**src/hdl/scs_regs.vh**
```
`ifndef SCS_REGS_VH
`define SCS_REGS_VH

// Command selector codes carried with each written word
`define SCS_SEL_STEP0 3'h0
`define SCS_SEL_STEP1 3'h1
`define SCS_SEL_STEP2 3'h2
`define SCS_SEL_STEP3 3'h3
`define SCS_SEL_SIGNED 3'h4
`define SCS_SEL_STAMP 3'h5

// Step command word fields
`define SCS_STEP_CNT_MSB 12
`define SCS_STEP_DIR_BIT 13
`define SCS_STEP_CUR_LSB 14

// Motor current codes
`define SCS_CUR_OFF 2'h0
`define SCS_CUR_HOLD 2'h1
`define SCS_CUR_NOM 2'h2
`define SCS_CUR_MAX 2'h3

// Configuration bit positions
`define SCS_CFG1_WORDS_LSB 3
`define SCS_CFG_LAYOUT_BIT 0
`define SCS_LIFE_CHECK_BIT 6
`define SCS_ACK_BIT 5

// Transfer value count codes
`define SCS_WORDS_ONE 2'h0
`define SCS_WORDS_TWO 2'h1
`define SCS_WORDS_FOUR 2'h2

// Error word bit positions
`define SCS_ERR_STALL 0
`define SCS_ERR_HEAT 1
`define SCS_ERR_WIND 2
`define SCS_ERR_SURGE 3
`define SCS_ERR_HEALTH 4

// Limits and timing
`define SCS_TEMP_LIMIT_C 8'h55
`define SCS_SURGE_FACTOR 2
`define SCS_CLK_PERIOD_NS 40
`define SCS_CYCLE_TIME_NS 1000000
`define SCS_CYCLE_CLKS (`SCS_CYCLE_TIME_NS / `SCS_CLK_PERIOD_NS)
`define SCS_RESET_ALIVE 8'h00
`define SCS_MICRO_PER_STEP 256

`endif

```
**src/hdl/scs_stepper_cyclic.v**
```verilog
// Overview of operation
// Bits 0-12 steps, bit 13 direction
// Bits 14-15 choose motor current level
// Word count per cycle from config bits 3-4
// Setting 00: word 0 for whole cycle
// 01 halves words 0-1; 10 quarters 0-3
// Signed value gives 1/256 step distance; code gives one step pulse per unit, unscaled
// Sign of value selects direction
// Life-sign bit 6 checks fresh time stamp
// Alive counter adds one every cycle
// Alive counter wraps 127 to -128
// Config bit 0 picks status byte layout
// Life-sign model forces digital input layout
// Status bit 0 supply fault, bit 1 reserved
// Digital layout: bits 2-5 inputs 1-4
// Counter layout: bit 2 toggles per homing
// Bit 3 homing done; bits 4-5 inputs 3-4
// Error bits 0-3 latched until acknowledged
// Acknowledge by writing 1 to bit 5
// Overheat from stage or module above 85C
// Winding fault when current cannot flow
// Surge when current reaches twice configured
// Bit 4 drive health with life-sign only
// Health needs all drive conditions true
// Zero step count gives no pulses
`timescale 1ns/100ps
`default_nettype none
`include "scs_regs.vh"

module scs_fifo #(
   parameter WIDTH = 19,
   parameter DEPTH = 4,
   parameter AW = 2
) (
   input wire clk,
   input wire rstn,
   input wire in_valid,
   output wire in_ready,
   input wire [WIDTH-1:0] in_data,
   output wire out_valid,
   input wire out_ready,
   output wire [WIDTH-1:0] out_data
);
   reg [WIDTH-1:0] mem [0:DEPTH-1];
   reg [AW-1:0] wr_ptr_r;
   reg [AW-1:0] rd_ptr_r;
   reg [AW:0] fill_r;
   wire push;
   wire pop;

   assign in_ready = (fill_r != DEPTH[AW:0]);
   assign out_valid = (fill_r != {(AW+1){1'b0}});
   assign out_data = mem[rd_ptr_r];
   assign push = in_valid && in_ready;
   assign pop = out_valid && out_ready;

   always @(posedge clk) begin
      if (push) begin
         mem[wr_ptr_r] <= in_data;
      end
   end

   always @(posedge clk or negedge rstn) begin
      if (!rstn) begin
         wr_ptr_r <= {AW{1'b0}};
         rd_ptr_r <= {AW{1'b0}};
         fill_r <= {(AW+1){1'b0}};
      end else begin
         if (push) begin
            wr_ptr_r <= (wr_ptr_r == DEPTH[AW-1:0] - 1'b1) ? {AW{1'b0}} : wr_ptr_r + 1'b1;
         end
         if (pop) begin
            rd_ptr_r <= (rd_ptr_r == DEPTH[AW-1:0] - 1'b1) ? {AW{1'b0}} : rd_ptr_r + 1'b1;
         end
         if (push && !pop) begin
            fill_r <= fill_r + 1'b1;
         end else if (pop && !push) begin
            fill_r <= fill_r - 1'b1;
         end
      end
   end
endmodule

module scs_stepper_cyclic #(
   parameter CYCLE_CLKS = `SCS_CYCLE_CLKS,
   parameter CNT_W = 16,
   parameter FIFO_DEPTH = 4
) (
   input wire clk,
   input wire rstn,
   input wire cycle_start,
   input wire cmd_valid,
   output wire cmd_ready,
   input wire [2:0] cmd_sel,
   input wire [15:0] cmd_data,
   input wire signed_mode,
   input wire [7:0] module_cfg,
   input wire [7:0] module_cfg1,
   input wire [7:0] life_sign_cfg,
   input wire life_sign_model,
   input wire ack_valid,
   input wire [7:0] ack_data,
   input wire supply_fault_flag,
   input wire [3:0] digital_in,
   input wire homing_done_pulse,
   input wire homing_active,
   input wire stall_event,
   input wire stage_overheat,
   input wire [7:0] module_temp_c,
   input wire winding_open,
   input wire [7:0] meas_current,
   input wire [7:0] cfg_current,
   input wire ground_check_ok,
   input wire motor_id_done,
   input wire motor_energized,
   input wire settle_done,
   output reg step_pulse,
   output reg step_dir,
   output reg [1:0] current_sel,
   output reg setpoint_valid,
   output reg [7:0] cycle_alive_counter,
   output reg [7:0] input_homing_status,
   output reg [15:0] drive_error_word
);
   localparam [CNT_W-1:0] CYC = CYCLE_CLKS[CNT_W-1:0];

   wire fifo_valid;
   wire fifo_ready;
   wire [18:0] fifo_data;
   wire [2:0] f_sel;
   wire [15:0] f_word;

   reg [15:0] pend_r [0:3];
   reg [15:0] act_r [0:3];
   reg [15:0] pend_signed_r;
   reg [15:0] act_signed_r;
   reg [15:0] pend_stamp_r;
   reg [15:0] last_stamp_r;
   reg stamp_new_r;
   reg act_signed_mode_r;
   reg [1:0] words_r;
   reg [1:0] slot_r;
   reg [CNT_W-1:0] slot_cnt_r;
   reg [CNT_W:0] acc_r;
   reg homing_tgl_r;
   reg [3:0] err_r;
   reg [CNT_W:0] acc_nxt;
   reg [15:0] cur_word;
   reg [CNT_W-1:0] slot_len;
   reg [15:0] steps;
   reg [1:0] last_slot;
   integer i;

   // Slot length in clocks for the selected split
   function [CNT_W-1:0] slot_clks;
      input [1:0] words;
      begin
         case (words)
            `SCS_WORDS_TWO: slot_clks = CYC >> 1;
            `SCS_WORDS_FOUR: slot_clks = CYC >> 2;
            default: slot_clks = CYC;
         endcase
      end
   endfunction

   // Magnitude of a signed 16-bit value
   function [15:0] mag16;
      input [15:0] v;
      begin
         mag16 = v[15] ? (~v + 16'h0001) : v;
      end
   endfunction

   // Words are buffered so a burst from the bus is not lost
   scs_fifo #(
      .WIDTH(19),
      .DEPTH(FIFO_DEPTH),
      .AW(2)
   ) u_fifo (
      .clk(clk),
      .rstn(rstn),
      .in_valid(cmd_valid),
      .in_ready(cmd_ready),
      .in_data({cmd_sel, cmd_data}),
      .out_valid(fifo_valid),
      .out_ready(fifo_ready),
      .out_data(fifo_data)
   );

   // Draining stalls at cycle start so pending copy and write never collide
   assign fifo_ready = !cycle_start;
   assign f_sel = fifo_data[18:16];
   assign f_word = fifo_data[15:0];

   always @* begin
      last_slot = 2'h0;
      case (words_r)
         `SCS_WORDS_TWO: last_slot = 2'h1;
         `SCS_WORDS_FOUR: last_slot = 2'h3;
         default: last_slot = 2'h0;
      endcase
      slot_len = slot_clks(words_r);
      cur_word = act_r[slot_r];
      if (act_signed_mode_r) begin
         steps = mag16(act_signed_r);
      end else begin
         steps = {3'h0, cur_word[`SCS_STEP_CNT_MSB:0]};
      end
      acc_nxt = acc_r + {{(CNT_W+1-16){1'b0}}, steps};
   end

   always @(posedge clk or negedge rstn) begin
      if (!rstn) begin
         for (i = 0; i < 4; i = i + 1) begin
            pend_r[i] <= 16'h0000;
            act_r[i] <= 16'h0000;
         end
         pend_signed_r <= 16'h0000;
         act_signed_r <= 16'h0000;
         pend_stamp_r <= 16'h0000;
         last_stamp_r <= 16'h0000;
         stamp_new_r <= 1'b0;
         act_signed_mode_r <= 1'b0;
         words_r <= `SCS_WORDS_ONE;
         slot_r <= 2'h0;
         slot_cnt_r <= {CNT_W{1'b0}};
         acc_r <= {(CNT_W+1){1'b0}};
         step_pulse <= 1'b0;
         step_dir <= 1'b0;
         current_sel <= `SCS_CUR_OFF;
         setpoint_valid <= 1'b0;
         cycle_alive_counter <= `SCS_RESET_ALIVE;
      end else begin
         if (fifo_valid && fifo_ready) begin
            case (f_sel)
               `SCS_SEL_STEP0: pend_r[0] <= f_word;
               `SCS_SEL_STEP1: pend_r[1] <= f_word;
               `SCS_SEL_STEP2: pend_r[2] <= f_word;
               `SCS_SEL_STEP3: pend_r[3] <= f_word;
               `SCS_SEL_SIGNED: pend_signed_r <= f_word;
               `SCS_SEL_STAMP: begin
                  pend_stamp_r <= f_word;
                  stamp_new_r <= 1'b1;
               end
               default: begin
               end
            endcase
         end
         step_pulse <= 1'b0;
         if (cycle_start) begin
            for (i = 0; i < 4; i = i + 1) begin
               act_r[i] <= pend_r[i];
            end
            act_signed_r <= pend_signed_r;
            act_signed_mode_r <= signed_mode;
            words_r <= module_cfg1[`SCS_CFG1_WORDS_LSB+1:`SCS_CFG1_WORDS_LSB];
            slot_r <= 2'h0;
            slot_cnt_r <= {CNT_W{1'b0}};
            acc_r <= {1'b0,
                      slot_clks(module_cfg1[`SCS_CFG1_WORDS_LSB+1:`SCS_CFG1_WORDS_LSB]) - 1'b1};
            cycle_alive_counter <= cycle_alive_counter + 8'h01;
            if (life_sign_cfg[`SCS_LIFE_CHECK_BIT]) begin
               setpoint_valid <= stamp_new_r && (pend_stamp_r != last_stamp_r);
            end else begin
               setpoint_valid <= 1'b1;
            end
            last_stamp_r <= pend_stamp_r;
            stamp_new_r <= 1'b0;
         end else begin
            // Spread the slot's steps evenly over its clocks
            // Each slot starts one short of a step, so a slot cut by a clock keeps its count
            if (steps != 16'h0000 && acc_nxt >= {1'b0, slot_len}) begin
               step_pulse <= 1'b1;
            end
            if (slot_cnt_r == slot_len - 1'b1) begin
               slot_cnt_r <= {CNT_W{1'b0}};
               acc_r <= {1'b0, slot_len - 1'b1};
               if (slot_r != last_slot) begin
                  slot_r <= slot_r + 2'h1;
               end
            end else begin
               slot_cnt_r <= slot_cnt_r + 1'b1;
               // At most one pulse per clock; faster demands are clipped
               if (steps == 16'h0000 || acc_nxt < {1'b0, slot_len}) begin
                  acc_r <= acc_nxt;
               end else if (acc_nxt - {1'b0, slot_len} >= {1'b0, slot_len}) begin
                  acc_r <= {1'b0, slot_len - 1'b1};
               end else begin
                  acc_r <= acc_nxt - {1'b0, slot_len};
               end
            end
            if (act_signed_mode_r) begin
               step_dir <= act_signed_r[15];
            end else begin
               step_dir <= cur_word[`SCS_STEP_DIR_BIT];
            end
            current_sel <= cur_word[`SCS_STEP_CUR_LSB+1:`SCS_STEP_CUR_LSB];
         end
      end
   end

   wire layout_counter;
   wire heat_now;
   wire surge_now;
   wire ack_now;
   wire health;
   wire [8:0] surge_limit;
   wire [31:0] surge_prod;

   assign layout_counter = module_cfg[`SCS_CFG_LAYOUT_BIT] && !life_sign_model;
   assign heat_now = stage_overheat || (module_temp_c > `SCS_TEMP_LIMIT_C);
   assign surge_prod = cfg_current * `SCS_SURGE_FACTOR;
   assign surge_limit = surge_prod[8:0];
   assign surge_now = ({1'b0, meas_current} >= surge_limit) && (cfg_current != 8'h00);
   // Writing 0 to the acknowledge bit leaves the latches alone
   assign ack_now = ack_valid && ack_data[`SCS_ACK_BIT];
   assign health = (current_sel != `SCS_CUR_OFF) && ground_check_ok && motor_id_done &&
                   motor_energized && settle_done && !supply_fault_flag &&
                   !err_r[`SCS_ERR_HEAT] && setpoint_valid && (err_r == 4'h0);

   always @(posedge clk or negedge rstn) begin
      if (!rstn) begin
         homing_tgl_r <= 1'b0;
         err_r <= 4'h0;
         input_homing_status <= 8'h00;
         drive_error_word <= 16'h0000;
      end else begin
         if (homing_done_pulse) begin
            homing_tgl_r <= ~homing_tgl_r;
         end
         // A new event in the acknowledge cycle stays latched
         err_r[`SCS_ERR_STALL] <= stall_event || (err_r[`SCS_ERR_STALL] && !ack_now);
         err_r[`SCS_ERR_HEAT] <= heat_now || (err_r[`SCS_ERR_HEAT] && !ack_now);
         err_r[`SCS_ERR_WIND] <= winding_open || (err_r[`SCS_ERR_WIND] && !ack_now);
         err_r[`SCS_ERR_SURGE] <= surge_now || (err_r[`SCS_ERR_SURGE] && !ack_now);
         if (layout_counter) begin
            input_homing_status <= {2'b00, digital_in[3], digital_in[2], !homing_active,
                                    homing_tgl_r, 1'b0, supply_fault_flag};
         end else begin
            input_homing_status <= {2'b00, digital_in, 1'b0, supply_fault_flag};
         end
         drive_error_word <= {11'h000, life_sign_model && health, err_r};
      end
   end
endmodule

`default_nettype wire

```
**config.mk**
```make
export PLATFORM = sky130hd
export DESIGN_NAME = scs_stepper_cyclic
export DESIGN_NICKNAME = d
export VERILOG_FILES = /design/src/hdl/scs_stepper_cyclic.v
export VERILOG_INCLUDE_DIRS = /design/src /design/src/hdl
export SDC_FILE = /design/constraint.sdc
export NUM_CORES = 1
export LEC_CHECK = 0
export BUFFER_PORTS_ARGS = -buffer_cell sky130_fd_sc_hd__clkbuf_2
export CELL_PAD_IN_SITES_DETAIL_PLACEMENT = 1
export CELL_PAD_IN_SITES_GLOBAL_PLACEMENT = 2
export CORE_AREA = 2 2 200 251
export DETAILED_ROUTE_END_ITERATION = 8
export DIE_AREA = 0 0 202 253
export PLACE_DENSITY = 0.7
export SYNTH_ARGS = -nofsm -noshare
export SYNTH_HDL_FRONTEND = slang
export SYNTH_HIERARCHICAL = 1
export SYNTH_SLANG_ARGS = --single-unit
export TNS_END_PERCENT = 20
```
**constraint.sdc**
```tcl
create_clock -name clk -period 6.7 [get_ports clk]
set_input_delay 0.335 -clock clk [delete_from_list [all_inputs] [get_ports clk]]
set_output_delay 0.335 -clock clk [all_outputs]
set_load 0.03 [all_outputs]
```
# Word-level counts from Yosys, hierarchy flattened
# Memories as Yosys holds them, arrays and structs flattened.
# Cells that the tools add are included.
# totals
ff_bits,267
ramBits,76
inputBits,96
out_inout_bits,38
wordCells,155
memories,1
# classes
n_addsub,12
magnitude_cmp,6
n_eq_ne,15
mux,32
bitwise_logic,3
n_reduce_logical,56
# mem_list
name,words,word_bits,read_ports,rd_ports_with_merged_regs,write_ports,line,text
u_fifo.mem,4,19,1,0,1,scs_stepper_cyclic.v:44,reg [WIDTH-1:0] mem [0:DEPTH-1];
# op_table
op,n
two-way mux 16 bit,7
two-way mux 17 bit,4
one-hot mux 15 bit (2 select lines),2
greater-or-equal comparator 17 x 16 -> 1 bit,2
adder 16 x 1 -> 16 bit (second input constant),2
binary-select mux 16 bit (select 2 bit),1
subtractor 16 x 1 -> 16 bit (second input constant),2
logical AND 1 bit,22
adder 17 x 16 -> 17 bit,1
less-than comparator 17 x 16 -> 1 bit,1
subtractor 17 x 16 -> 17 bit,1
equality test 16 bit,1
zero test 16 bit,1
inequality test 16 bit,1
inverter 16 bit,1
AND reduction 2 bit,8
nonzero test 16 bit,1
nonzero test 2 bit,6
two-way mux 2 bit,5
greater-or-equal comparator 8 x 9 -> 1 bit,1
two-way mux 1 bit,9
adder 8 x 1 -> 8 bit (second input constant),1
equality test 2 bit (second input constant),4
greater-than comparator 8 x 7 -> 1 bit (second input constant),1
21 further kinds,39

# Depth between registers and ports, before layout
# Gate-level depths: netlist of run 1.
# depth
word_depth,12
ltp_mapped,30
depth_no_buf,28

# By module
# The synthesis of run 1 kept the hierarchy.
# modules_own_cells
module,n_inst,cells_per_inst,area_each_um2,seq_area_each_um2
scs_stepper_cyclic,1,1169,13643.1,6481.2
scs_fifo,1,136,3190.6,2457.4

# Least setup slack after synthesis of run 1
# Ideal clock, no wire load.
# synth_timing
path_kind,reg2reg
from,register slot_r[0]
to,register acc_r[6]
setup_time_ns,0.126
arrival_time_ns,6.393
required_ns,6.574
slack_ns,0.181
path_stages_with_launch,27
n_path_buf,3
synth_period_minus_slack_ns,6.519
cell_sequence,dfrtp_1 > buf_6 > buf_1 > mux4_2 > nand2_1 > o21ai_0 > ha_1 > buf_2 > a21oi_1 > nand2_1 > a21o_1 > a21oi_1 > xnor2_1 > ha_1 > o41a_1 > or3b_1 > o32ai_1 > o31ai_1 > a21oi_1 > xnor2_1 > ha_1 > a21o_1 > a21oi_1 > o211ai_1 > or4_4 > or4_1 > o311a_1
# synth_via
elab_chain_cells,12
word_cells_on_any_way,15
cone_classes,add/sub (2); order compare (2); mux (8); bitwise (1); reduce/logical (2)
# synth_rtl
element,line,text
from (decl),scs_stepper_cyclic.v:142,reg [1:0] slot_r;
from (signal assigned),scs_stepper_cyclic.v:279,slot_r <= slot_r + 2'h1;
inverter 2 -> 3 bit (implied by the code) *,scs_stepper_cyclic.v:203,cur_word = act_r[slot_r];
binary-select mux 16 bit (select 2 bit) *,scs_stepper_cyclic.v:203,
two-way mux 16 bit (implied by the code) * (2 in a row),scs_stepper_cyclic.v:203,
two-way mux 16 bit *,scs_stepper_cyclic.v:204,if (act_signed_mode_r) begin
adder 17 x 16 -> 17 bit,scs_stepper_cyclic.v:209,"acc_nxt = acc_r + {{(CNT_W+1-16){1'b0}}, steps};"
subtractor 17 x 16 -> 17 bit,"scs_stepper_cyclic.v:286, scs_stepper_cyclic.v:289",
greater-or-equal comparator 17 x 16 -> 1 bit,scs_stepper_cyclic.v:286,"end else if (acc_nxt - {1'b0, slot_len} >= {1'b0, slot_len}) begin"
two-way mux 17 bit,scs_stepper_cyclic.v:286,
two-way mux 17 bit *,scs_stepper_cyclic.v:284,"if (steps == 16'h0000 || acc_nxt < {1'b0, slot_len}) begin"
two-way mux 17 bit *,scs_stepper_cyclic.v:275,if (slot_cnt_r == slot_len - 1'b1) begin
two-way mux 17 bit *,scs_stepper_cyclic.v:250,if (cycle_start) begin
to (signal assigned),scs_stepper_cyclic.v:277,"acc_r <= {1'b0, slot_len - 1'b1};"
to (signal assigned),scs_stepper_cyclic.v:285,acc_r <= acc_nxt;
to (signal assigned),scs_stepper_cyclic.v:287,"acc_r <= {1'b0, slot_len - 1'b1};"
to (decl),scs_stepper_cyclic.v:144,reg [CNT_W:0] acc_r;
# Every way passes the cells marked *; elsewhere a longest branch is shown, timed or not. The select of a mux whose other input is x is not followed.
# A chain may end at the register's enable or synchronous reset.

# Worst setup path after layout of run 1
# Same ends and word-level chain as after synthesis.

==> flow_summary.toml, run 1 <==
[outcome]
outcome = "finished clean"

[layout]
area_growth_pct = 19.5
diodes = 0
finalNetCount = 1651
layout_common_cells = "dfrtp_1 (266), mux2_2 (195), clkbuf_2 (89), nor2_1 (78), edfxtp_1 (76)"
fillers = 5091
final_common_cell = "dfrtp_1"
drive_gt1_frac = 0.330

[sta]
finalCriticalPeriod_ns = 6.43
slew_headroom = 0.287
skew_ns = 0.0174
worst_pin_slew_ns = 1.07
max_freq_ghz = 0.156
setup_viol = 0
final.period_utilization = 0.959
fin_hold_ws_ns = 0.0439
drv_slew = 0
hold_viol_final = 0

[setup_path]
worst-r2r-setup-slack_ns = 0.27
worstSetupStartpointType = "flop"
end_kind = "flop"
cp.required_ns = 7.13
crit_arrival_ns = 6.86
crit_fanout = 12
critical_path.slowest_cell = "or4_4"
slowest_delay_ns = 0.57
critical_path_class = "reg -> reg"
crit_top_cell = "a21o_1"

[global_route]
grt_overflow = 0
grt_pass1_wl_um = 66600
grt_max_degree = 153
antenna_found_initial = 0
grt_pass1_vias = 12098
grt.total_usage = 0.165

[place]
io_buffers = 91
gp_congestion = 0.861
dp_hpwl_um = 29100

[min_path]
hold_path.class = "in -> reg"

[detailed_routing]
drt_first_pass_iters = 4
vias = 10941
wl_um = 41100
vias_per_cell = 5.06
wl_per_cell_um = 19.0
drc = 0
ant_nets = 0
drtIter0Drc = 409

[floorplanning]
core.rowCount = 91
fp.dieW_um = 202
die_h_um = 253
pin_count = 134
die_area_um2 = 51100
core_area_um2 = 48800
start_util = 0.345

[synthesis]
yosys.area.top_type_share = 0.395
syn_area_um2 = 16800
synthFlopType = "dfrtp_1"
synth_area_leaders = "dfrtp_1 (40%), edfxtp_1 (14%), mux2_2 (13%), ha_1 (5.0%), mux4_2 (4.7%)"
synth-seq-area-share = 0.531
ys_warn_count = 6
netlist_instances = 1305
syn_avg_cell_area_um2 = 12.9
async_flop_share = 0.778
synth_edf_count = 76
synthDistinctLibCells = 85
synth_area_leader_cell = "dfrtp_1"
ys_ff_latch = 342

[cts]
insertion_delay_ns = 0.55
clk_pin_slew_worst_paths_ns = 0.06
max-clock-path-buffers = 3
cts_root_buf = "clkbuf_16"
cts_tree = "yes"
htree_levels = 2
numCtsBuffers = 37
cts.sinks = 342

[job]
cap_violations = 0
==> layout make-up <==
class,instances,area (um^2),share of cell area
Clock inverter,19,231,0.0115
Sequential cell,342,8940,0.444
Inverter,46,173,0.00859
Clock buffer,48,1020,0.0507
Tap cell,651,815,0.0405
Multi-Input combinational cell,870,7600,0.378
Timing Repair Buffer,188,1340,0.0664
==> worst paths after layout <==
check / start / end / depth (start not counted)
worst min register to register: err_r[2] / drive_error_word[2] / 0
max in group asynchronous: rstn / slot_cnt_r[11] / 3
worst max register to register: slot_r[0] / acc_r[6] / 28
worst max-delay path: slot_r[0] / acc_r[6] / 28
worst min-delay path: cmd_data[12] / u_fifo/mem[2][12] / 1
min in group asynchronous: rstn / pend_r[26] / 2
==> state kept, by name, summed over array words and instances, names as in the netlist, 3 cells and up <==
register	cells
input_homing_status	5
pend_stamp_r	16
last_stamp_r	16
err_r	4
u_fifo/mem	76
act_r	64
u_fifo/fill_r	3
pend_signed_r	16
slot_cnt_r	16
acc_r	17
pend_r	64
act_signed_r	16
drive_error_word	5
cycle_alive_counter	8
==> cell usage after synthesis, drive strengths merged, types with 4 or more instances <==
master	instances
dfrtp	266
mux2	197
nor2	82
edfxtp	76
ha	67
nand2	63
inv	46
a21oi	43
xor2	42
o21ai	40
mux4	35
xnor2	35
buf	30
clkbuf	30
nand3	23
a21o	14
nor3	14
nor4	14
and3	12
nand4	11
nor2b	10
o211ai	10
o21a	10
o31ai	10
nand2b	9
a31oi	8
and2	8
or2	8
or3	8
or4	8
o22ai	7
a211oi	4
a21boi	4
mux2i	4
nand3b	4
o2111ai	4
o21bai	4
o41ai	4
==> cells by family (layout without fill, tap and decap cells) <==
family,after synthesis,count (layout),share of synthesized area
adder cells (fa/ha/maj),70,70,0.0534
multiplexers,236,236,0.181
AND/OR/NAND/NOR,285,285,0.0870
AO/OA/AOI/OAI,188,188,0.0768
flip-flops,342,342,0.531
XOR/XNOR,77,77,0.0401
buffers and inverters,106,301,0.0302
other,1,14,0.000223
==> stage by stage <==
stage / cell area (um^2) / util / instances / setup TNS [ns] / worst slack [ns]
2_1_floorplan: 16900 / - / 1318 / 0 / 0.181
3_3_place_gp: 18300 / 0.376 / 2061 / 0 / 0.0654
3_5_place_dp: 18300 / 0.376 / 2061 / -0.259 / -0.0549
4_1_cts: 19900 / 0.408 / 2162 / 0 / 0.0180
5_1_grt: 20100 / 0.412 / 2164 / -0.0254 / -0.0165
6_report: 20100 / 0.412 / 2164 / 0 / 0.274
==> worst max-delay path, delay by kind of cell, from the launching register on <==
kind,cells,cell delay [ns]
AOI/OAI and AO/OA,11,2.10
xor gates and xnor gates,2,0.27
adders and majority gates,4,0.84
buffers and inverters,3,0.41
DFF,1,0.37
muxes,1,0.53
and+or+nand+nor,7,1.74
==> repair_timing <==
action | CTS | global route
setup buffers | 0 | 2
hold endpoints to repair | 198 | 0
gates resized for setup | 2 | 40
endpoints found under the setup margin | 14 | 16
hold buffers | 34 | 0
pin swaps | 0 | 5
==> routing by layer <==
| layer | track usage | vias to the layer above | wire (um) |
|---|---|---|---|
| met2 | 0.305 | 111 | 22000 |
| met1 | 0.195 | 5655 | 17100 |
| li1 | - | 5117 | - |
| met4 | 0.0597 | 0 | 1100 |
| met5 | 0 | - | 0 |
| met3 | 0.0206 | 58 | 1010 |
Power of run 1 is left out: the tool's default activity adds up to more than one toggle a clock period on the data nets, which glitch-free logic cannot reach.
==> run 2, diff against run 1 <==
--- a/config.mk
+++ b/config.mk
@@ -10,6 +10,7 @@
 export CELL_PAD_IN_SITES_DETAIL_PLACEMENT = 1
 export CELL_PAD_IN_SITES_GLOBAL_PLACEMENT = 2
 export CORE_AREA = 2 2 200 251
+export CTS_BUF_LIST = sky130_fd_sc_hd__clkbuf_4
 export DETAILED_ROUTE_END_ITERATION = 8
 export DIE_AREA = 0 0 202 253
 export PLACE_DENSITY = 0.7
==> run 2 against run 1 <==
Compared with the run above: setup slack improved by 0.0095 ns; die area did not move; worst hold slack improved by 0.13 ns; first-iteration DRC count rose by 4.4%; fmax rose by 0.15%; highest routed layer is now met5; critical endpoint unchanged; register-to-register slack barely moved; clock skew rose by 0.056 ns.
==> flow_summary.toml, run 2 (synthesis results as in run 1) <==
[sta]
drv_slew = 0
timing.final.ws_setup_ns = 0.284
slew_headroom = 0.290
fin_hold_ws_ns = 0.176
worst_pin_slew_ns = 1.07
finalCriticalPeriod_ns = 6.42
setup_viol = 0
final.period_utilization = 0.958
hold_viol_final = 0
max_freq_ghz = 0.156
skew_ns = 0.0731
tns_ns = 0

[detailed_routing]
vias_per_cell = 4.99
drtIter0Drc = 427
drc = 0
ant_nets = 0
drt_first_pass_iters = 4
wl_per_cell_um = 18.2
vias = 11378
wl_um = 41600

[place]
dp_hpwl_um = 29100
postPlaceCellArea_um2 = 18300
gp_congestion = 0.861
io_buffers = 91
place_ws_ns = -0.0549

[floorplanning]
pin_count = 134
fp.dieW_um = 202
core_area_um2 = 48800
die_area_um2 = 51100
core.rowCount = 91
start_util = 0.345
die_h_um = 253

[cts]
cts_root_buf = "clkbuf_4"
max-clock-path-buffers = 3
cts.sinks = 342
insertion_delay_ns = 0.84
htree_levels = 3
clk_pin_slew_worst_paths_ns = 0.06
cts_tree = "yes"
numCtsBuffers = 89

[layout]
stdcell_area_um2 = 20300
finalNetCount = 1723
largest-register = "u_fifo/mem"
fillers = 5181
regArea_um2 = 8940
reg_top3 = "u_fifo/mem (76), act_r (64), pend_r (64)"
area_growth_pct = 20.3
final_common_cell = "dfrtp_1"
drive_gt1_frac = 0.364
layout_common_cells = "dfrtp_1 (266), mux2_2 (195), clkbuf_4 (135), clkbuf_2 (89), nor2_1 (77)"
multiInputGateArea_um2 = 7620
largest_reg_flops = 76

[setup_path]
worstSetupStartpointType = "flop"
crit_fanout = 11
rr_worst_depth = 26
worst-r2r-setup-slack_ns = 0.28
r2r-start = "slot_r[0]"
critical_path_class = "reg -> reg"
cp.required_ns = 7.36
crit_arrival_ns = 7.08
end_kind = "flop"
r2r_end = "acc_r[6]"

[min_path]
hold_end = "input_homing_status[0]"
hold_start = "supply_fault_flag"
hold_path.class = "in -> reg"
worstHoldPathCells = 2

[outcome]
outcome = "finished clean"

[global_route]
grt_pass1_vias = 12546
grt_overflow = 0
grt.total_usage = 0.167
antenna_found_initial = 3
grt_max_degree = 153
grt_pass1_wl_um = 67400

[job]
cap_violations = 0
run 2: worst max-delay path: stages, from the launching register on:
cell and delay [ns]:
dfrtp_1 0.37, buf_12 0.16, buf_8 0.18, mux4_2 0.53, nand2_1 0.08, o21ai_0 0.12, ha_2 0.36, a21oi_2 0.20
nand2_2 0.11, xor2_2 0.21, ha_1 0.34, inv_1 0.09, o22ai_1 0.11, o41a_1 0.49, or3b_1 0.38, o32ai_2 0.15
buf_4 0.17, nor2_1 0.05, xnor2_1 0.17, ha_1 0.20, a21o_1 0.15, a21o_1 0.17, a21oi_1 0.15, o211ai_1 0.14
or4_4 0.54, or4_1 0.48, o311a_1 0.14
run 2: what timing repair did:
action	4_1_cts	5_1_grt
hold buffers	49	0
setup endpoints to repair	13	16
hold endpoints to repair	213	0
gates resized for setup	3	46
pin swaps	0	14
buffers inserted	0	7
run 2: stage by stage:
| stage | std cells | util |
|---|---|---|
| finish | 2280 | 0.415 |
| global route | 2280 | 0.415 |
| CTS | 2271 | 0.410 |
| detailed placement | 2061 | 0.376 |
| global placement | 2061 | 0.376 |
| floorplan | 1318 | - |
run 2: area by class of cell:
class,instances,area share
Tap cell,651,0.0402
Antenna cell,2,0.000247
Timing Repair Buffer,208,0.0754
Clock buffer,135,0.0500
Inverter,46,0.00852
Clock inverter,26,0.00803
Sequential cell,342,0.441
Multi-Input combinational cell,870,0.376
run 2: worst max path at each step:
stage	startpoint	end	slack [ns]	cells after the start
after floorplan	slot_r[0]	acc_r[6]	0.18	26
after global placement	act_signed_r[0]	acc_r[6]	0.07	26
after detailed placement	act_signed_r[0]	acc_r[10]	-0.05	30
after CTS	slot_r[0]	acc_r[6]	0.003	25
after global routing	slot_r[0]	acc_r[6]	-0.05	28
final	slot_r[0]	acc_r[6]	0.28	26
run 2: layer usage:
| metal | vias to the layer above | routed length (um) | track usage |
|---|---|---|---|
| met1 | 5854 | 17100 | 0.194 |
| met4 | 2 | 823 | 0.0637 |
| met5 | - | 13 | 0 |
| li1 | 5323 | - | - |
| met3 | 59 | 1220 | 0.0282 |
| met2 | 140 | 22500 | 0.308 |
Power of run 2 is left out for the same reason.
==> run 3, diff against run 2 <==
--- a/config.mk
+++ b/config.mk
@@ -13,7 +13,7 @@
 export CTS_BUF_LIST = sky130_fd_sc_hd__clkbuf_4
 export DETAILED_ROUTE_END_ITERATION = 8
 export DIE_AREA = 0 0 202 253
-export PLACE_DENSITY = 0.7
+export PLACE_DENSITY = 0.68
 export SYNTH_ARGS = -nofsm -noshare
 export SYNTH_HDL_FRONTEND = slang
 export SYNTH_HIERARCHICAL = 1
==> constraint.sdc (replaced) <==
create_clock -name clk -period 7.8 [get_ports clk]
set_input_delay 0.39 -clock clk [delete_from_list [all_inputs] [get_ports clk]]
set_output_delay 0.39 -clock clk [all_outputs]
set_load 0.03 [all_outputs]
==> run 3 against run 2 <==
Compared with the run above: setup slack improved by 0.23 ns; worst hold slack got worse by 0.041 ns; die area unchanged; via count decreased by 2.5%; sequential share of layout area up 1.3 points; fmax is 12% lower; register-to-register slack improved by 0.23 ns; critical endpoint is now acc_r[11]; highest routed layer unchanged.
==> flow_summary.toml, run 3 (synthesis results as in run 1) <==
[outcome]
outcome = "finished clean"

[layout]
final_common_cell = "dfrtp_1"
largest-register = "u_fifo/mem"
reg_top3 = "u_fifo/mem (76), act_r (64), pend_r (64)"
final_util = 0.403
layout_common_cells = "dfrtp_1 (266), mux2_2 (195), clkbuf_4 (147), clkbuf_2 (89), nor2_1 (81)"
finalNetCount = 1674
fillers = 5192
drive_gt1_frac = 0.332
largest_reg_flops = 76
area_growth_pct = 16.8
stdcell_area_um2 = 19700

[sta]
rsz0062_at_grt = "no"
slew_headroom = 0.210
worst_pin_slew_ns = 1.18
skew_ns = 0.0491
drv_slew = 0
max_freq_ghz = 0.137
timing.final.ws_setup_ns = 0.513
setup_viol = 0
hold_viol_final = 0
final.period_utilization = 0.934
finalCriticalPeriod_ns = 7.29
tns_ns = 0

[setup_path]
cp.required_ns = 8.47
crit_arrival_ns = 7.96
worstSetupStartpointType = "flop"
crit_fanout = 12
critical_path_class = "reg -> reg"
end_kind = "flop"

[place]
place_ws_ns = 0.537
gp_congestion = 0.802
postPlaceCellArea_um2 = 18000
io_buffers = 91
dp_hpwl_um = 28700

[global_route]
grt_pass1_wl_um = 67000
grt_overflow = 0
grt_max_degree = 157
grt_pass1_vias = 12263
grt.total_usage = 0.167
antenna_found_initial = 2

[floorplanning]
start_util = 0.345
core_area_um2 = 48800
fp.dieW_um = 202
core.rowCount = 91
pin_count = 134
die_area_um2 = 51100
die_h_um = 253

[detailed_routing]
drc = 0
ant_nets = 0
wl_um = 41400
vias_per_cell = 4.97
drtIter0Drc = 424
wl_per_cell_um = 18.5
vias = 11097
drt_first_pass_iters = 4

[cts]
cts_root_buf = "clkbuf_4"
insertion_delay_ns = 0.81
cts_setup_buffers = 0
clk_pin_slew_worst_paths_ns = 0.07
postCtsHoldBufs = 45
htree_levels = 3
cts_tree = "yes"
post_cts_resize_count = 0
max-clock-path-buffers = 3
numCtsBuffers = 92
cts.sinks = 342

[power_and_ir_drop]
power_density_nw_per_um2 = 500
ir_drop_mv = 0.273
p_total_mw = 9.83
leakage_nw = 8.39

[min_path]
hold_path.class = "in -> reg"

[job]
cap_violations = 0
[run 3: metal layers]
metal,up-vias,share of wire,track usage
li1,5222,-,-
met1,5640,0.42,0.196
met2,146,0.53,0.299
met3,87,0.030,0.0290
met4,2,0.028,0.0700
met5,-,0.00031,0
[run 3: final cells by class]
class                           instances  area (um^2)  share of cell area
Tap cell                              651          815              0.0414
Inverter                               46          173             0.00878
Clock buffer                          147         1100              0.0561
Multi-Input combinational cell        870         7440               0.378
Clock inverter                         15          100             0.00509
Timing Repair Buffer                  156         1080              0.0550
Antenna cell                            5         12.5            0.000636
Sequential cell                       342         8940               0.455
[run 3: metrics by stage]
| step | hold WS (ns) | instances |
|---|---|---|
| finish | 0.135 | 2232 |
| global route | 0.0963 | 2230 |
| CTS | 0.0507 | 2227 |
| detailed placement | 0.398 | 2020 |
| global placement | 0.391 | 2020 |
| floorplan | 0.0944 | 1318 |
[run 3: worst max-delay path, stage by stage, from the launching register on]
cell	delay, ns
dfrtp_1	0.72
mux4_2	0.34
nand2_1	0.06
o21ai_0	0.13
ha_1	0.25
inv_1	0.06
fa_1	0.40
nor2b_1	0.25
o2111ai_1	0.21
nand2_1	0.16
xor2_1	0.28
ha_1	0.36
inv_1	0.11
o22ai_1	0.12
o41a_1	0.43
or3b_1	0.40
o32ai_1	0.22
o31ai_1	0.13
a21oi_1	0.20
xnor2_1	0.19
ha_1	0.30
a21o_1	0.17
a21oi_1	0.16
o211ai_1	0.14
or4_4	0.65
a31oi_1	0.41
a21boi_1	0.30
[run 3: power by group]
part           switching, mW  internal, mW
Clock                  0.747         0.881
Sequential             0.406          2.53
Combinational           2.98          2.28
Total                   4.13          5.69
[run 3: final timing paths]
path | start | to | slack [ns] | cells past startpoint
setup reg to reg | slot_r[1] | acc_r[11] | 0.51 | 26
min in group asynchronous | rstn | pend_r[26] | 0.26 | 2
hold / removal | cmd_valid | u_fifo/wr_ptr_r[0] | 0.14 | 3
hold reg to reg | err_r[2] | drive_error_word[2] | 0.41 | 0
max in group asynchronous | rstn | pend_r[17] | 6.08 | 3
setup / recovery | slot_r[1] | acc_r[11] | 0.51 | 26
Power figures use the tool's default switching activity.
